$ cat src/design/serial_report_pkg.sv
// Shared constants, types and helpers of the serial report link
package serial_report_pkg;
  // System clock
  localparam int CLK_HZ = 40_000_000;

  // Bit periods in clock cycles, one per baud rate
  localparam logic [16:0] DIV_9600  = 17'(CLK_HZ / 9600);
  localparam logic [16:0] DIV_4800  = 17'(CLK_HZ / 4800);
  localparam logic [16:0] DIV_2400  = 17'(CLK_HZ / 2400);
  localparam logic [16:0] DIV_1200  = 17'(CLK_HZ / 1200);
  localparam logic [16:0] DIV_600   = 17'(CLK_HZ / 600);
  localparam logic [16:0] DIV_19200 = 17'(CLK_HZ / 19200);
  localparam logic [16:0] DIV_38400 = 17'(CLK_HZ / 38400);

  // Receive silence before returning to push mode
  localparam int SILENCE_S   = 20;
  localparam int SILENCE_CYC = SILENCE_S * CLK_HZ;
  // Push cycle timer resolution, one hundredth of a second
  localparam int TICK_MS  = 10;
  localparam int TICK_CYC = (CLK_HZ / 1000) * TICK_MS;

  // Setting defaults and limits
  localparam logic [7:0] ADDR_DEF   = 8'h11;
  localparam logic [7:0] ADDR_MAX   = 8'h99;
  localparam logic [2:0] BAUD_DEF   = 3'h0;
  localparam logic [3:0] FMT_DEF    = 4'h0;
  localparam logic       LAYOUT_DEF = 1'b0;
  localparam logic [9:0] CYCLE_DEF  = 10'h000;
  localparam logic [9:0] CYCLE_MAX  = 10'h3e7;
  localparam logic [4:0] SRC_DEF    = 5'h08;
  localparam int         SRC_NUM    = 20;

  // Report characters and positions within a report
  localparam logic [7:0] CH_ZERO  = 8'h30;
  localparam logic [7:0] CH_PLUS  = 8'h2b;
  localparam logic [7:0] CH_MINUS = 8'h2d;
  localparam logic [7:0] CH_LF    = 8'h0a;
  localparam logic [7:0] CH_CR    = 8'h0d;
  localparam logic [3:0] IDX_TENS  = 4'h0;
  localparam logic [3:0] IDX_UNITS = 4'h1;
  localparam logic [3:0] IDX_SIGN  = 4'h2;
  localparam logic [3:0] IDX_LF    = 4'h9;
  localparam logic [3:0] IDX_CR    = 4'ha;

  // Character format: data width, parity and stop bits
  typedef struct packed {
    logic eight;
    logic par_en;
    logic par_odd;
    logic two_stop;
  } fmt_s;

  // One reportable value: sign and six decimal digits, most significant first
  typedef struct packed {
    logic            neg;
    logic [5:0][3:0] digit;
  } value_s;

  // Baud select to bit period
  function automatic logic [16:0] baud_div(input logic [2:0] sel);
    unique case (sel)
      3'h0:    return DIV_9600;
      3'h1:    return DIV_4800;
      3'h2:    return DIV_2400;
      3'h3:    return DIV_1200;
      3'h4:    return DIV_600;
      3'h5:    return DIV_19200;
      3'h6:    return DIV_38400;
      default: return DIV_9600;
    endcase
  endfunction : baud_div

  // Format select to framing fields
  function automatic fmt_s fmt_decode(input logic [3:0] sel);
    unique case (sel)
      4'h0:    return '{1'b0, 1'b1, 1'b0, 1'b0};
      4'h1:    return '{1'b0, 1'b1, 1'b0, 1'b1};
      4'h2:    return '{1'b0, 1'b1, 1'b1, 1'b0};
      4'h3:    return '{1'b0, 1'b1, 1'b1, 1'b1};
      4'h4:    return '{1'b0, 1'b0, 1'b0, 1'b0};
      4'h5:    return '{1'b0, 1'b0, 1'b0, 1'b1};
      4'h6:    return '{1'b1, 1'b1, 1'b0, 1'b0};
      4'h7:    return '{1'b1, 1'b1, 1'b1, 1'b0};
      4'h8:    return '{1'b1, 1'b0, 1'b0, 1'b0};
      4'h9:    return '{1'b1, 1'b0, 1'b0, 1'b1};
      default: return '{1'b0, 1'b1, 1'b0, 1'b0};
    endcase
  endfunction : fmt_decode

  // Parity bit over the used data bits
  function automatic logic parity_bit(input logic [7:0] data, input fmt_s fmt);
    return (^(data & {fmt.eight, 7'h7f})) ^ fmt.par_odd;
  endfunction : parity_bit
endpackage : serial_report_pkg

$ cat src/design/report_uart_tx.sv
// Character transmitter with selectable framing
`timescale 1ns/100ps
`default_nettype none
module report_uart_tx (
  input  wire logic                          clk_i,   // System clock
  input  wire logic                          srst_i,  // Sync reset
  input  wire logic                          en_i,    // Clock enable
  input  wire logic [16:0]                   div_i,   // Bit period
  input  wire serial_report_pkg::fmt_s       fmt_i,   // Framing
  input  wire logic [7:0]                    data_i,  // Character
  input  wire logic                          valid_i, // Character offered
  output logic                               ready_o, // Idle, takes character
  output logic                               txd_o    // Serial line
);
  logic [11:0] frame_w;
  logic [3:0]  nbits_w;
  logic [11:0] shift_q;
  logic [3:0]  left_q;
  logic [16:0] cnt_q;
  logic [16:0] div_q;

  // Start bit, data LSB first, parity, stop bits
  always_comb
  begin
    frame_w = 12'hfff;
    frame_w[0] = 1'b0;
    frame_w[7:1] = data_i[6:0];
    if (fmt_i.eight)
      frame_w[8] = data_i[7];
    if (fmt_i.par_en)
      frame_w[fmt_i.eight ? 9 : 8] = serial_report_pkg::parity_bit(data_i, fmt_i);
    nbits_w = 4'h9 + {3'h0, fmt_i.eight} + {3'h0, fmt_i.par_en} + {3'h0, fmt_i.two_stop};
  end

  assign ready_o = (left_q == 4'h0);

  // Shift one bit per bit period
  always_ff @(posedge clk_i)
  begin
    if (srst_i)
    begin
      shift_q <= 12'hfff;
      left_q  <= 4'h0;
      cnt_q   <= 17'h00000;
      div_q   <= serial_report_pkg::DIV_9600;
      txd_o   <= 1'b1;
    end
    else if (en_i)
    begin
      if (ready_o && valid_i)
      begin
        shift_q <= {1'b1, frame_w[11:1]};
        txd_o   <= frame_w[0];
        left_q  <= nbits_w;
        div_q   <= div_i;
        cnt_q   <= 17'h00000;
      end
      else if (!ready_o)
      begin
        if (cnt_q == div_q - 17'h00001)
        begin
          cnt_q   <= 17'h00000;
          left_q  <= left_q - 4'h1;
          txd_o   <= (left_q == 4'h1) ? 1'b1 : shift_q[0];
          shift_q <= {1'b1, shift_q[11:1]};
        end
        else
          cnt_q <= cnt_q + 17'h00001;
      end
    end
  end
endmodule : report_uart_tx
`default_nettype wire

$ cat src/design/report_uart_rx.sv
// Character receiver with input synchroniser and selectable framing
`timescale 1ns/100ps
`default_nettype none
module report_uart_rx (
  input  wire logic                    clk_i,   // System clock
  input  wire logic                    srst_i,  // Sync reset
  input  wire logic                    en_i,    // Clock enable
  input  wire logic                    rxd_i,   // Serial line, async
  input  wire logic [16:0]             div_i,   // Bit period
  input  wire serial_report_pkg::fmt_s fmt_i,   // Framing
  output logic [7:0]                   data_o,  // Received character
  output logic                         valid_o, // Character pulse
  output logic                         error_o  // Parity or stop fault pulse
);
  logic [2:0]  sync_q;
  logic        line_q;
  logic        busy_q;
  logic [16:0] cnt_q;
  logic [3:0]  idx_q;
  logic [10:0] bits_q;
  logic [3:0]  last_w;
  logic [7:0]  data_w;
  logic        par_w;
  logic        bad_w;

  // Index of first stop bit and the character seen
  assign last_w = 4'h8 + {3'h0, fmt_i.eight} + {3'h0, fmt_i.par_en};
  assign data_w = fmt_i.eight ? bits_q[7:0] : {1'b0, bits_q[6:0]};
  assign par_w  = fmt_i.eight ? bits_q[8] : bits_q[7];
  assign bad_w  = !line_q ||
                  (fmt_i.par_en && par_w != serial_report_pkg::parity_bit(data_w, fmt_i));

  // Mid-bit sampling; one stop bit checked
  always_ff @(posedge clk_i)
  begin
    if (srst_i)
    begin
      sync_q  <= 3'h7;
      line_q  <= 1'b1;
      busy_q  <= 1'b0;
      cnt_q   <= 17'h00000;
      idx_q   <= 4'h0;
      bits_q  <= 11'h000;
      data_o  <= 8'h00;
      valid_o <= 1'b0;
      error_o <= 1'b0;
    end
    else if (en_i)
    begin
      sync_q  <= {sync_q[1:0], rxd_i};
      valid_o <= 1'b0;
      error_o <= 1'b0;
      if (sync_q[1] == sync_q[2])
        line_q <= sync_q[2];
      if (!busy_q)
      begin
        if (!line_q)
        begin
          busy_q <= 1'b1;
          idx_q  <= 4'h0;
          cnt_q  <= {1'b0, div_i[16:1]};
        end
      end
      else if (cnt_q == div_i - 17'h00001)
      begin
        cnt_q <= 17'h00000;
        idx_q <= idx_q + 4'h1;
        if (idx_q == 4'h0)
          busy_q <= !line_q;
        else if (idx_q == last_w)
        begin
          busy_q  <= 1'b0;
          data_o  <= data_w;
          valid_o <= 1'b1;
          error_o <= bad_w;
        end
        else
          bits_q[idx_q - 4'h1] <= line_q;
      end
      else
        cnt_q <= cnt_q + 17'h00001;
    end
  end
endmodule : report_uart_rx
`default_nettype wire

$ cat src/design/serial_report_link.sv
// Serial reporting port: request/response traffic and cyclic push reports
//
// Overview of operation
// In request/response mode transmit only replies to received requests.
// In push mode send report strings unprompted, paced by the cycle timer.
// Any received character switches immediately to request/response mode.
// Twenty seconds without characters returns to push mode and cyclic reports.
// Station address 11 to 99, default 11; addresses with zero digit invalid.
// Baud select 0..6 maps 9600,4800,2400,1200,600,19200,38400; default 0.
// Format select 0..9 picks data bits, parity, stop bits; default 0.
// Layout 0 sends address, data, LF, CR; layout 1 omits address.
// Data is a sign character then six value characters.
// Cycle period 0 to 9.99 s; zero disables cyclic reports.
// Source select 0..19, default 8, picks the register reported.
// Frequency in 0.1 Hz steps; analog value 10000 means full scale.
// Silence timer restarts per character and is held clear in push mode.
// Frames: low start bit, data LSB first, parity, high stop bits.
// After reset start in push mode with the push timer at zero.
`timescale 1ns/100ps
`default_nettype none
module serial_report_link #(
  parameter int SILENCE_CYC = serial_report_pkg::SILENCE_CYC, // Silence limit in cycles
  parameter int TICK_CYC    = serial_report_pkg::TICK_CYC     // Cycles per 10 ms tick
) (
  input  wire logic                                clk_i,           // System clock, 40 MHz
  input  wire logic                                srst_i,          // Sync reset, active high
  input  wire logic                                en_i,            // Clock enable
  input  wire logic                                rxd_i,           // Serial receive pin
  output logic                                     txd_o,           // Serial transmit pin
  input  wire logic [7:0]                          station_addr_i,  // Address, two BCD digits
  input  wire logic [2:0]                          baud_sel_i,      // Baud rate select
  input  wire logic [3:0]                          fmt_sel_i,       // Character format select
  input  wire logic                                layout_sel_i,    // Push report layout
  input  wire logic [9:0]                          cycle_i,         // Push period, 10 ms units
  input  wire logic [4:0]                          src_sel_i,       // Reported register
  input  wire serial_report_pkg::value_s [19:0]    src_values_i,    // Measurement registers
  output logic [7:0]                               rx_data_o,       // Request character
  output logic                                     rx_valid_o,      // Request character pulse
  output logic                                     rx_error_o,      // Framing or parity fault
  input  wire logic [7:0]                          reply_data_i,    // Reply character
  input  wire logic                                reply_valid_i,   // Reply offered
  output logic                                     reply_ready_o,   // Reply taken
  output logic                                     req_mode_o,      // Request/response mode
  output logic                                     addr_valid_o,    // Address setting legal
  output logic                                     report_busy_o    // Push report in progress
);
  typedef enum logic {
    MODE_PUSH = 1'b0,
    MODE_REQ  = 1'b1
  } mode_e;

  typedef enum logic {
    ST_IDLE = 1'b0,
    ST_SEND = 1'b1
  } send_e;

  mode_e                       mode_q;
  send_e                       state_q;
  logic [29:0]                 silence_q;
  logic [18:0]                 tick_q;
  logic [9:0]                  cycle_cnt_q;
  logic                        due_q;
  logic [3:0]                  idx_q;
  serial_report_pkg::value_s   value_q;
  logic [7:0]                  addr_q;

  serial_report_pkg::fmt_s     fmt_w;
  logic [16:0]                 div_w;
  logic [7:0]                  rx_byte_w;
  logic                        rx_stb_w;
  logic                        rx_err_w;
  logic                        tx_ready_w;
  logic                        tx_valid_w;
  logic [7:0]                  tx_data_w;
  logic                        push_w;
  logic                        silence_done_w;
  logic                        tick_w;
  logic                        fire_w;
  logic                        start_w;
  logic                        push_take_w;
  logic                        src_ok_w;
  serial_report_pkg::value_s   src_w;
  logic [3:0]                  digit_w;
  logic [7:0]                  char_w;

  // Line settings shared by both directions
  assign div_w = serial_report_pkg::baud_div(baud_sel_i);
  assign fmt_w = serial_report_pkg::fmt_decode(fmt_sel_i);

  // Receiver
  report_uart_rx u_rx (
    .clk_i   (clk_i),
    .srst_i  (srst_i),
    .en_i    (en_i),
    .rxd_i   (rxd_i),
    .div_i   (div_w),
    .fmt_i   (fmt_w),
    .data_o  (rx_byte_w),
    .valid_o (rx_stb_w),
    .error_o (rx_err_w)
  );

  // Transmitter
  report_uart_tx u_tx (
    .clk_i   (clk_i),
    .srst_i  (srst_i),
    .en_i    (en_i),
    .div_i   (div_w),
    .fmt_i   (fmt_w),
    .data_i  (tx_data_w),
    .valid_i (tx_valid_w),
    .ready_o (tx_ready_w),
    .txd_o   (txd_o)
  );

  // Request characters pass straight on to the protocol handler
  assign rx_data_o  = rx_byte_w;
  assign rx_valid_o = rx_stb_w;
  assign rx_error_o = rx_err_w;

  // Mode and timer conditions
  assign push_w         = (mode_q == MODE_PUSH);
  assign req_mode_o     = !push_w;
  assign silence_done_w = (silence_q == 30'(SILENCE_CYC - 1));
  assign tick_w         = (tick_q == 19'(TICK_CYC - 1));
  assign fire_w         = tick_w && (cycle_i != 10'h000) &&
                          (cycle_cnt_q >= cycle_i - 10'h001);

  // Address legality: two nonzero decimal digits
  assign addr_valid_o = (station_addr_i[7:4] != 4'h0) && (station_addr_i[7:4] <= 4'h9) &&
                        (station_addr_i[3:0] != 4'h0) && (station_addr_i[3:0] <= 4'h9);

  // Request/response vs push mode
  always_ff @(posedge clk_i)
  begin
    if (srst_i)
      mode_q <= MODE_PUSH;
    else if (en_i)
    begin
      if (rx_stb_w)
        mode_q <= MODE_REQ;
      else if (!push_w && silence_done_w)
        mode_q <= MODE_PUSH;
    end
  end

  // Receive silence timer
  always_ff @(posedge clk_i)
  begin
    if (srst_i)
      silence_q <= 30'h00000000;
    else if (en_i)
    begin
      if (push_w || rx_stb_w)
        silence_q <= 30'h00000000;
      else if (!silence_done_w)
        silence_q <= silence_q + 30'h00000001;
    end
  end

  // Push cycle timer in 10 ms ticks
  always_ff @(posedge clk_i)
  begin
    if (srst_i)
    begin
      tick_q      <= 19'h00000;
      cycle_cnt_q <= 10'h000;
    end
    else if (en_i)
    begin
      if (!push_w)
      begin
        tick_q      <= 19'h00000;
        cycle_cnt_q <= 10'h000;
      end
      else if (tick_w)
      begin
        tick_q      <= 19'h00000;
        cycle_cnt_q <= fire_w ? 10'h000 : cycle_cnt_q + 10'h001;
      end
      else
        tick_q <= tick_q + 19'h00001;
    end
  end

  // Pending report; a new period event wins over its consumption
  always_ff @(posedge clk_i)
  begin
    if (srst_i)
      due_q <= 1'b0;
    else if (en_i)
    begin
      if (!push_w || rx_stb_w)
        due_q <= 1'b0;
      else if (fire_w && push_w)
        due_q <= 1'b1;
      else if (start_w)
        due_q <= 1'b0;
    end
  end

  // Source selection and snapshot
  assign src_ok_w = (src_sel_i < 5'(serial_report_pkg::SRC_NUM));
  assign src_w    = src_ok_w ? src_values_i[src_sel_i] : '0;
  assign start_w  = (state_q == ST_IDLE) && due_q && push_w && !rx_stb_w;

  // Report character at the current position
  assign digit_w = value_q.digit[4'(serial_report_pkg::IDX_LF - 4'h1 - idx_q)];
  assign char_w  = (idx_q == serial_report_pkg::IDX_TENS)  ? {4'h3, addr_q[7:4]} :
                   (idx_q == serial_report_pkg::IDX_UNITS) ? {4'h3, addr_q[3:0]} :
                   (idx_q == serial_report_pkg::IDX_SIGN)  ?
                     (value_q.neg ? serial_report_pkg::CH_MINUS : serial_report_pkg::CH_PLUS) :
                   (idx_q == serial_report_pkg::IDX_LF)    ? serial_report_pkg::CH_LF :
                   (idx_q == serial_report_pkg::IDX_CR)    ? serial_report_pkg::CH_CR :
                     (serial_report_pkg::CH_ZERO | {4'h0, digit_w});

  // Transmit arbitration: reports in push mode, replies only in request mode
  assign push_take_w   = (state_q == ST_SEND) && push_w && !rx_stb_w;
  assign tx_valid_w    = push_take_w || (!push_w && reply_valid_i);
  assign tx_data_w     = push_take_w ? char_w : reply_data_i;
  assign reply_ready_o = !push_w && tx_ready_w && (state_q == ST_IDLE);
  assign report_busy_o = (state_q == ST_SEND);

  // Report sequencer
  always_ff @(posedge clk_i)
  begin
    if (srst_i)
    begin
      state_q <= ST_IDLE;
      idx_q   <= serial_report_pkg::IDX_TENS;
      value_q <= '0;
      addr_q  <= serial_report_pkg::ADDR_DEF;
    end
    else if (en_i)
    begin
      unique case (state_q)
        ST_IDLE:
        begin
          if (start_w)
          begin
            state_q <= ST_SEND;
            value_q <= src_w;
            addr_q  <= station_addr_i;
            idx_q   <= layout_sel_i ? serial_report_pkg::IDX_SIGN
                                    : serial_report_pkg::IDX_TENS;
          end
        end
        ST_SEND:
        begin
          if (!push_w || rx_stb_w)
            state_q <= ST_IDLE;
          else if (tx_ready_w)
          begin
            if (idx_q == serial_report_pkg::IDX_CR)
              state_q <= ST_IDLE;
            else
              idx_q <= idx_q + 4'h1;
          end
        end
      endcase
    end
  end
endmodule : serial_report_link
`default_nettype wire

$ cat config.mk
export PLATFORM = sky130hd
export DESIGN_NAME = serial_report_link
export DESIGN_NICKNAME = d
export VERILOG_FILES = /design/src/design/serial_report_pkg.sv /design/src/design/report_uart_tx.sv /design/src/design/report_uart_rx.sv /design/src/design/serial_report_link.sv
export SDC_FILE = /design/constraint.sdc
export NUM_CORES = 1
export LEC_CHECK = 0
export BUFFER_PORTS_ARGS = -buffer_cell sky130_fd_sc_hd__buf_2
export CAP_MARGIN = 20
export CORE_MARGIN = 4
export CORE_UTILIZATION = 30
export CTS_BUF_LIST = sky130_fd_sc_hd__clkbuf_16
export CTS_CLUSTER_SIZE = 24
export DETAILED_ROUTE_END_ITERATION = 16
export PLACE_DENSITY = 0.52
export SETUP_SLACK_MARGIN = 0.02
export SYNTH_ARGS = -nofsm -noshare
export SYNTH_HDL_FRONTEND = slang
export SYNTH_SLANG_ARGS = --single-unit
$ cat constraint.sdc
create_clock -name clk_i -period 3.7 [get_ports clk_i]
set_clock_uncertainty 0.1 [all_clocks]
set_input_delay 0 -clock clk_i [delete_from_list [all_inputs] [get_ports clk_i]]
set_output_delay 0 -clock clk_i [all_outputs]
set_load 0.03 [all_outputs]
==> results of run 1 <==
-- metrics by stage --
step,hold WS (ns),util [%]
floorplan,0.0242,-
global placement,0.169,37.5
detailed placement,0.160,37.5
CTS,0.00802,39.3
global route,0.0350,39.3
finish,0.0130,39.3
-- layer usage --
| metal | wire [µm] | share of wire, % | global-route usage (%) |
|---|---|---|---|
| met1 | 27400 | 44 | 30.9 |
| met2 | 30600 | 49 | 40.1 |
| met3 | 3540 | 5.6 | 3.95 |
| met4 | 1100 | 1.7 | 4.21 |
| met5 | 102 | 0.16 | 0 |
-- sequential cells by signal, summed over array words and instances (netlist names), 9 cells and up --
| name | cells |
|---|---|
| silence_q | 30 |
| value_q | 25 |
| tick_q | 19 |
| u_rx.cnt_q | 17 |
| u_tx.cnt_q | 17 |
| u_tx.div_q | 14 |
| cycle_cnt_q | 10 |
| u_rx.bits_q | 9 |
| u_tx.shift_q | 9 |
-- cell type report --
cell class / count / area share [%]
clock buffers: 17 / 2.26
repair buffers: 615 / 17.7
well taps: 615 / 4.10
clock inverters: 15 / 1.10
multi-input cells: 1228 / 53.4
flip-flops and latches: 189 / 20.1
diodes: 4 / 0.0533
inverters: 61 / 1.22
-- repair_timing --
item / CTS / global route
endpoints found under the hold margin: 25 / 0
hold buffers: 22 / 0
endpoints found under the setup margin: 0 / 6
gates resized for setup: 0 / 1
-- power groups by stage --
stage | clock [mW] | sequential [mW] | combinational (mW)
after floorplan | 0 | 2.09 | 0.565
after global placement | 0 | 2.09 | 1.10
after detailed placement | 0 | 2.09 | 1.10
after CTS | 2.02 | 2.04 | 1.13
after global routing | 2.09 | 2.04 | 1.21
final | 1.97 | 2.04 | 1.12
-- logic make-up (layout without fill, tap and decap cells) --
| kind of cell | after synthesis | count (layout) | synth area share (%) |
|---|---|---|---|
| other cells | 0 | 4 | 0 |
| mux | 190 | 190 | 26.4 |
| xor+xnor | 102 | 102 | 6.25 |
| fa+ha+maj | 34 | 34 | 2.93 |
| compound gates | 314 | 314 | 13.9 |
| buf+inv | 177 | 708 | 4.84 |
| simple gates | 588 | 588 | 19.7 |
| flops | 189 | 189 | 26.1 |
-- worst min path at each step --
stage / from / endpoint / slack [ns] / depth (start not counted)
5_1_grt: srst_i / u_tx.shift_q[0]$_SDFFE_PP1P_ / 0.03 / 3
4_1_cts: srst_i / u_tx.shift_q[0]$_SDFFE_PP1P_ / 0.008 / 3
3_5_place_dp: station_addr_i[0] / addr_q[0]$_SDFFE_PP1P_ / 0.16 / 3
6_report: srst_i / u_tx.shift_q[6]$_SDFFE_PP1P_ / 0.01 / 3
2_1_floorplan: station_addr_i[0] / addr_q[0]$_SDFFE_PP1P_ / 0.02 / 2
3_3_place_gp: station_addr_i[4] / addr_q[4]$_SDFFE_PP1P_ / 0.17 / 3
-- worst reg2reg max path, stage by stage (launching register included) --
cell	delay, ns
dfxtp_1	0.37
inv_1	0.08
ha_1	0.21
or3b_1	0.41
o31a_1	0.30
or3_1	0.34
a21oi_1	0.19
o22ai_2	0.17
o2111ai_4	0.61
nor2_1	0.11
o21ai_0	0.19
o41ai_1	0.10
-- cells in the final DEF (no fill, tap or decap), drive strengths merged, types with 27 or more instances in the layout --
cell type	Yosys	routed
a21oi	86	86
buf	36	592
dfxtp	189	189
ha	34	34
inv	60	66
mux2i	36	36
mux4	154	154
nand2	145	145
nand3	87	87
nand4	27	27
nor2	174	174
nor3	35	35
o21ai	108	108
xnor2	45	45
xor2	56	56
==> metrics, run 1 <==
RSZ-0062 raised after global routing false; synth-to-layout area growth 29.5%; Hold/Removal Path Class input pin to flop; Final Hold Fails 0; DP Cell Count between 2k and 3k; Leak between 7 and 8 nW; reg-to-reg endpoint u_tx.cnt_q[13]$_SDFFE_PP0P_; Slew @ Worst Pin 1.08 ns; Syn Area/Cell a little over 9 µm²; synth warn 0; CP Launch Point baud_sel_i[0]; Crit path buffers/inverters 2; overall power about 5.1 mW; Psw roughly 1.5 mW; Clock Latency Late Sink ~0.45 ns; peak supply drop roughly 320 µV; worst setup margin about 0.35 ns; CTS tree done; CTS Buffer Depth 2; drt first-iter violations between 900 and 1k; cell internal pwr around 3.7 mW; crit path kind input pin to flop; Fill cells slightly below 5k; most common cell in the synthesized netlist dfxtp_1; Slew Viols, Final 0; chip width 228 µm; slowest CP cell dlygate4sd3_1; Post-CTS Setup Inserts 0; Placer Congestion between 0.9 and 1; setup slack, reg-to-reg 0.38 ns; Syn Inst Count about 1.6k; syn nets between 2k and 2.5k; initial antenna violation count 31; combinational power share 21.8%; Yosys cell types 83; cell count along the critical path 14; Placed Area 0.0179 mm²; clk sinks 189; nets@finish ~2.7k; router iterations before antenna repair 5; WP data arrival around 3.6 ns; Finished Layout Cells 2744; CP max stage delay around 0.53 ns; cell mode on critical path nand2_1; setup TNS 0 ns; die span in y 228 µm; CTS Root Cell clkbuf_16; Max-slew headroom between 20% and 30%; largest net degree at the start of global routing between 50 and 60; top-area cell type share of the netlist area a little over a quarter; register area 0.00378 mm²; crit-path max FO 13; post-synth top area cell dfxtp_1; Via Count 14.8k; final WL ~63000 µm; Final period util approximately nine tenths; Final Cell Area about 0.019 mm²; I/O pin count between 500 and 600; sequential share of power about two fifths; Post-synth ARST share 0%; gr usage total between 20 and 25%; first-pass GRT wire length between 90000 and 100000 µm; num rows 80; Clock power frac a little under two fifths; Syn Std Cell Area about 0.015 mm²; vias in the first global route between 10k and 15k; multi-input logic area 0.0100 mm²; minimum clock period 3.35 ns; wire per inst around 23 µm; Seq cells post-synth 189; Placement Setup Slack around 0.37 ns; Power Dens Cells roughly 270 mW/mm²; Required @ worst endpoint 3.97 ns; Clk pin slew, worst setup/hold paths around 0.08 ns; critical path cell sequence dlygate4sd3_1 -> buf_2 -> nand2b_1 -> o21ai_0 -> ha_1 -> nand2_1 -> a211oi_1 -> o32a_1 -> nor2_1 -> nand4_1 -> and2_1 -> nand2_1 -> or4_1 -> a31oi_1; Critical R2R Launch u_tx.div_q[0]$_SDFFE_PP0P_; run status completed; layout cells sized above 1 a little under two fifths; final setup violation count 0; top post-synthesis cells by area dfxtp_1, mux4_2, nor2_1; Starting Density ~30%; H-tree levels 4; Port Buffers around 560; post-route ant nets 0; end point of the critical path u_rx.cnt_q[15]$_SDFFE_PP0P_; CP Capture Type flop; Largest delay share family, worst path simple AND/OR/NAND/NOR gates; startpoint class of the critical path input pin; most common library cells after synthesis dfxtp_1, nor2_1, mux4_2; number of synthesized flops with an enable pin 0; register area share after synthesis a little over a quarter; switch share about 28%; number of CTS-inserted buffers 17; post-DP HPWL about 52000 µm; f_max 299 MHz; grt ovf 0; Primary FF master, synth dfxtp_1; R2R depth 11; Via-to-Cell Ratio between 5 and 6; drt drc 0; core area about 0.048 mm²; Max Cap Violations 0; die area ~0.052 mm²
No activity file was read; power rests on OpenSTA's default activity.
==> inputs of run 2 (changes only) <==
Settings changed: PLACE_DENSITY 0.52 to 0.54.
==> metrics, run 2 (synthesis gave the netlist of run 1 again) <==
Placer Congestion 1.01 (was 0.995); minimum clock period 3.48 ns (was 3.35 ns); Clock Latency Late Sink 0.44 ns (was 0.45 ns); CP max stage delay 0.52 ns (was 0.53 ns); core area 0.0477 mm² (unchanged); Final Hold Fails 0 (unchanged); drt drc 0 (unchanged); final WL 63900 µm (was 62700 µm); Leak 7.65 nW (was 7.67 nW); post-route ant nets 0 (unchanged); gr usage total 23.7% (was 23.2%); first-pass GRT wire length 94500 µm (was 92800 µm); crit-path max FO 10 (was 13); Worst Hold End u_tx.shift_q[4]$_SDFFE_PP1P_ (was u_tx.shift_q[6]$_SDFFE_PP1P_); WP data arrival 3.68 ns (was 3.62 ns); Final period util 94.0% (was 90.5%); Max-slew headroom 25.1% (was 27.7%); CP Capture Type flop (unchanged); nets@finish 2691 (was 2690); setup slack, reg-to-reg 0.41 ns (was 0.38 ns); number of CTS-inserted buffers 17 (unchanged); cell mode on critical path nor2_1 (was nand2_1); I/O pin count 559 (unchanged); Biggest register silence_q (unchanged); H-tree levels 4 (unchanged); Hold Path Stages 7 (was 3); synth-to-layout area growth 29.2% (was 29.5%); clk sinks 189 (unchanged); drt first-iter violations 1072 (was 941); most frequent cells in the layout buf_2, dfxtp_1, nor2_1 (unchanged); hold_ws 0.0208 ns (was 0.0130 ns); crit path kind input pin to flop (unchanged); Max Cap Violations 0 (unchanged); max reg flops 30 (unchanged); top flop regs silence_q x30, value_q x25, tick_q x19 (unchanged); Hold Path Origin reply_data_i[4] (was srst_i); wire per inst 23.3 µm (was 22.9 µm); Largest delay share family, worst path simple AND/OR/NAND/NOR gates (unchanged); startpoint class of the critical path input pin (unchanged); vias in the first global route 14.8k (was 14.6k); Starting Density 30.4% (unchanged); chip width 228 µm (unchanged); R2R depth 11 (unchanged); Slew @ Worst Pin 1.12 ns (was 1.08 ns); Clk pin slew, worst setup/hold paths 0.08 ns (about the same); largest net degree at the start of global routing 62 (was 58); peak supply drop 301 µV (was 322 µV); Via-to-Cell Ratio 5.43 (was 5.39); f_max 288 MHz (was 299 MHz); RSZ-0062 raised after global routing false (unchanged); Port Buffers 558 (unchanged); router iterations before antenna repair 5 (unchanged); CTS Root Cell clkbuf_16 (unchanged); layout cells sized above 1 37.8% (about the same); slowest CP cell dlygate4sd3_1 (unchanged); die area 0.0519 mm² (unchanged); final setup violation count 0 (unchanged); Placement Setup Slack 0.298 ns (was 0.371 ns); Hold/Removal Path Class input pin to flop (unchanged); worst setup margin 0.223 ns (was 0.353 ns); Crit path buffers/inverters 2 (unchanged); leading cell type in the layout, fill and taps excluded buf_2 (unchanged); CTS Buffer Depth 2 (unchanged); Critical R2R Launch u_tx.div_q[0]$_SDFFE_PP0P_ (unchanged); Required @ worst endpoint 3.90 ns (was 3.97 ns); grt ovf 0 (unchanged); Slew Viols, Final 0 (unchanged); post-DP HPWL 53600 µm (was 52100 µm); initial antenna violation count 25 (was 31); Via Count 14.9k (was 14.8k); reg-to-reg endpoint u_tx.cnt_q[11]$_SDFFE_PP0P_ (was u_tx.cnt_q[13]$_SDFFE_PP0P_); num rows 80 (unchanged); Power Dens Cells 266 mW/mm² (was 273 mW/mm²); setup TNS 0 ns (unchanged); die span in y 228 µm (unchanged); run status completed (unchanged); critical path cell sequence dlygate4sd3_1 -> buf_2 -> nand2b_1 -> o21ai_0 -> ha_1 -> and4b_1 -> a211oi_1 -> o32a_1 -> nor2_1 -> nand4_1 -> nor2_1 -> nand2_1 -> mux2i_1 -> nor2_1 (was dlygate4sd3_1 -> buf_2 -> nand2b_1 -> o21ai_0 -> ha_1 -> nand2_1 -> a211oi_1 -> o32a_1 -> nor2_1 -> nand4_1 -> and2_1 -> nand2_1 -> or4_1 -> a31oi_1); CTS tree done (unchanged)
==> run 2: cell types whose count changed in the layout (fill, tap and decap cells not counted) <==
| cell | change |
|---|---|
| and2_1 | -1 |
| and2_2 | +1 |
| buf_12 | +1 |
| bufinv_16 | -2 |
| clkinv_8 | -1 |
| clkinvlp_4 | +2 |
| diode_2 | +1 |
| inv_8 | +1 |
| nor2_1 | +2 |
| nor2_2 | -2 |
==> run 2: metrics by stage <==
stage               cells  cell area, µm²  util, %  power (mW)
floorplan            1594           14500        -        2.65
global placement     2687           17900     37.6        3.19
detailed placement   2687           17900     37.6        3.20
CTS                  2741           18700     39.2        5.05
global route         2743           18700     39.3        5.20
finish               2746           18800     39.3        4.98
==> run 2: worst reg2reg max path: cells and delay by family (launching register included) <==
family	cells	cell delay, ns
simple gates	3	0.87
compound gates	6	1.53
buf+inv	1	0.08
flops	1	0.37
fa+ha+maj	1	0.21
==> run 2: final cells by class <==
| cell class | instances | area, µm² |
|---|---|---|
| antenna | 5 | 12.5 |
| clock buffer | 17 | 425 |
| clock inverter | 15 | 156 |
| fill | 4837 | 29000 |
| inverter | 61 | 229 |
| multi-input combinational | 1228 | 10000 |
| sequential | 189 | 3780 |
| tap | 615 | 769 |
| timing repair buffer | 616 | 3350 |
==> run 2: per-layer routing <==
metal | GRT usage (%) | vias to the layer above | wire, µm
met1 | 31.3 | 7371 | 27600
met2 | 41.2 | 493 | 31900
met4 | 3.83 | 16 | 690
li1 | - | 6968 | -
met3 | 4.59 | 56 | 3640
met5 | 0 | - | 109
==> run 2: how the worst max path moves through the flow <==
stage | end | depth (start not counted) | startpoint
2_1_floorplan | u_tx.shift_q[7]$_SDFFE_PP1P_ | 13 | idx_q[0]$_SDFFE_PP0P_
3_3_place_gp | u_rx.cnt_q[15]$_SDFFE_PP0P_ | 14 | baud_sel_i[1]
3_5_place_dp | u_rx.cnt_q[15]$_SDFFE_PP0P_ | 13 | baud_sel_i[2]
4_1_cts | u_rx.cnt_q[15]$_SDFFE_PP0P_ | 14 | baud_sel_i[2]
5_1_grt | u_rx.data_o[3]$_SDFFE_PP0P_ | 14 | baud_sel_i[2]
6_report | u_rx.data_o[6]$_SDFFE_PP0P_ | 14 | baud_sel_i[2]
==> run 2: power by group <==
group          internal (mW)  total [mW]  switching (mW)
logic                  0.594        1.13           0.535
clock network          0.901        1.82           0.915
registers               2.04        2.04         0.00400
total                   3.53        4.98            1.45
==> run 2: timing repair <==
action	CTS	global route
endpoints found under the setup margin	0	2
resized for setup	0	1
hold endpoints to repair	45	0
setup buffers	0	0
hold buffers	22	0
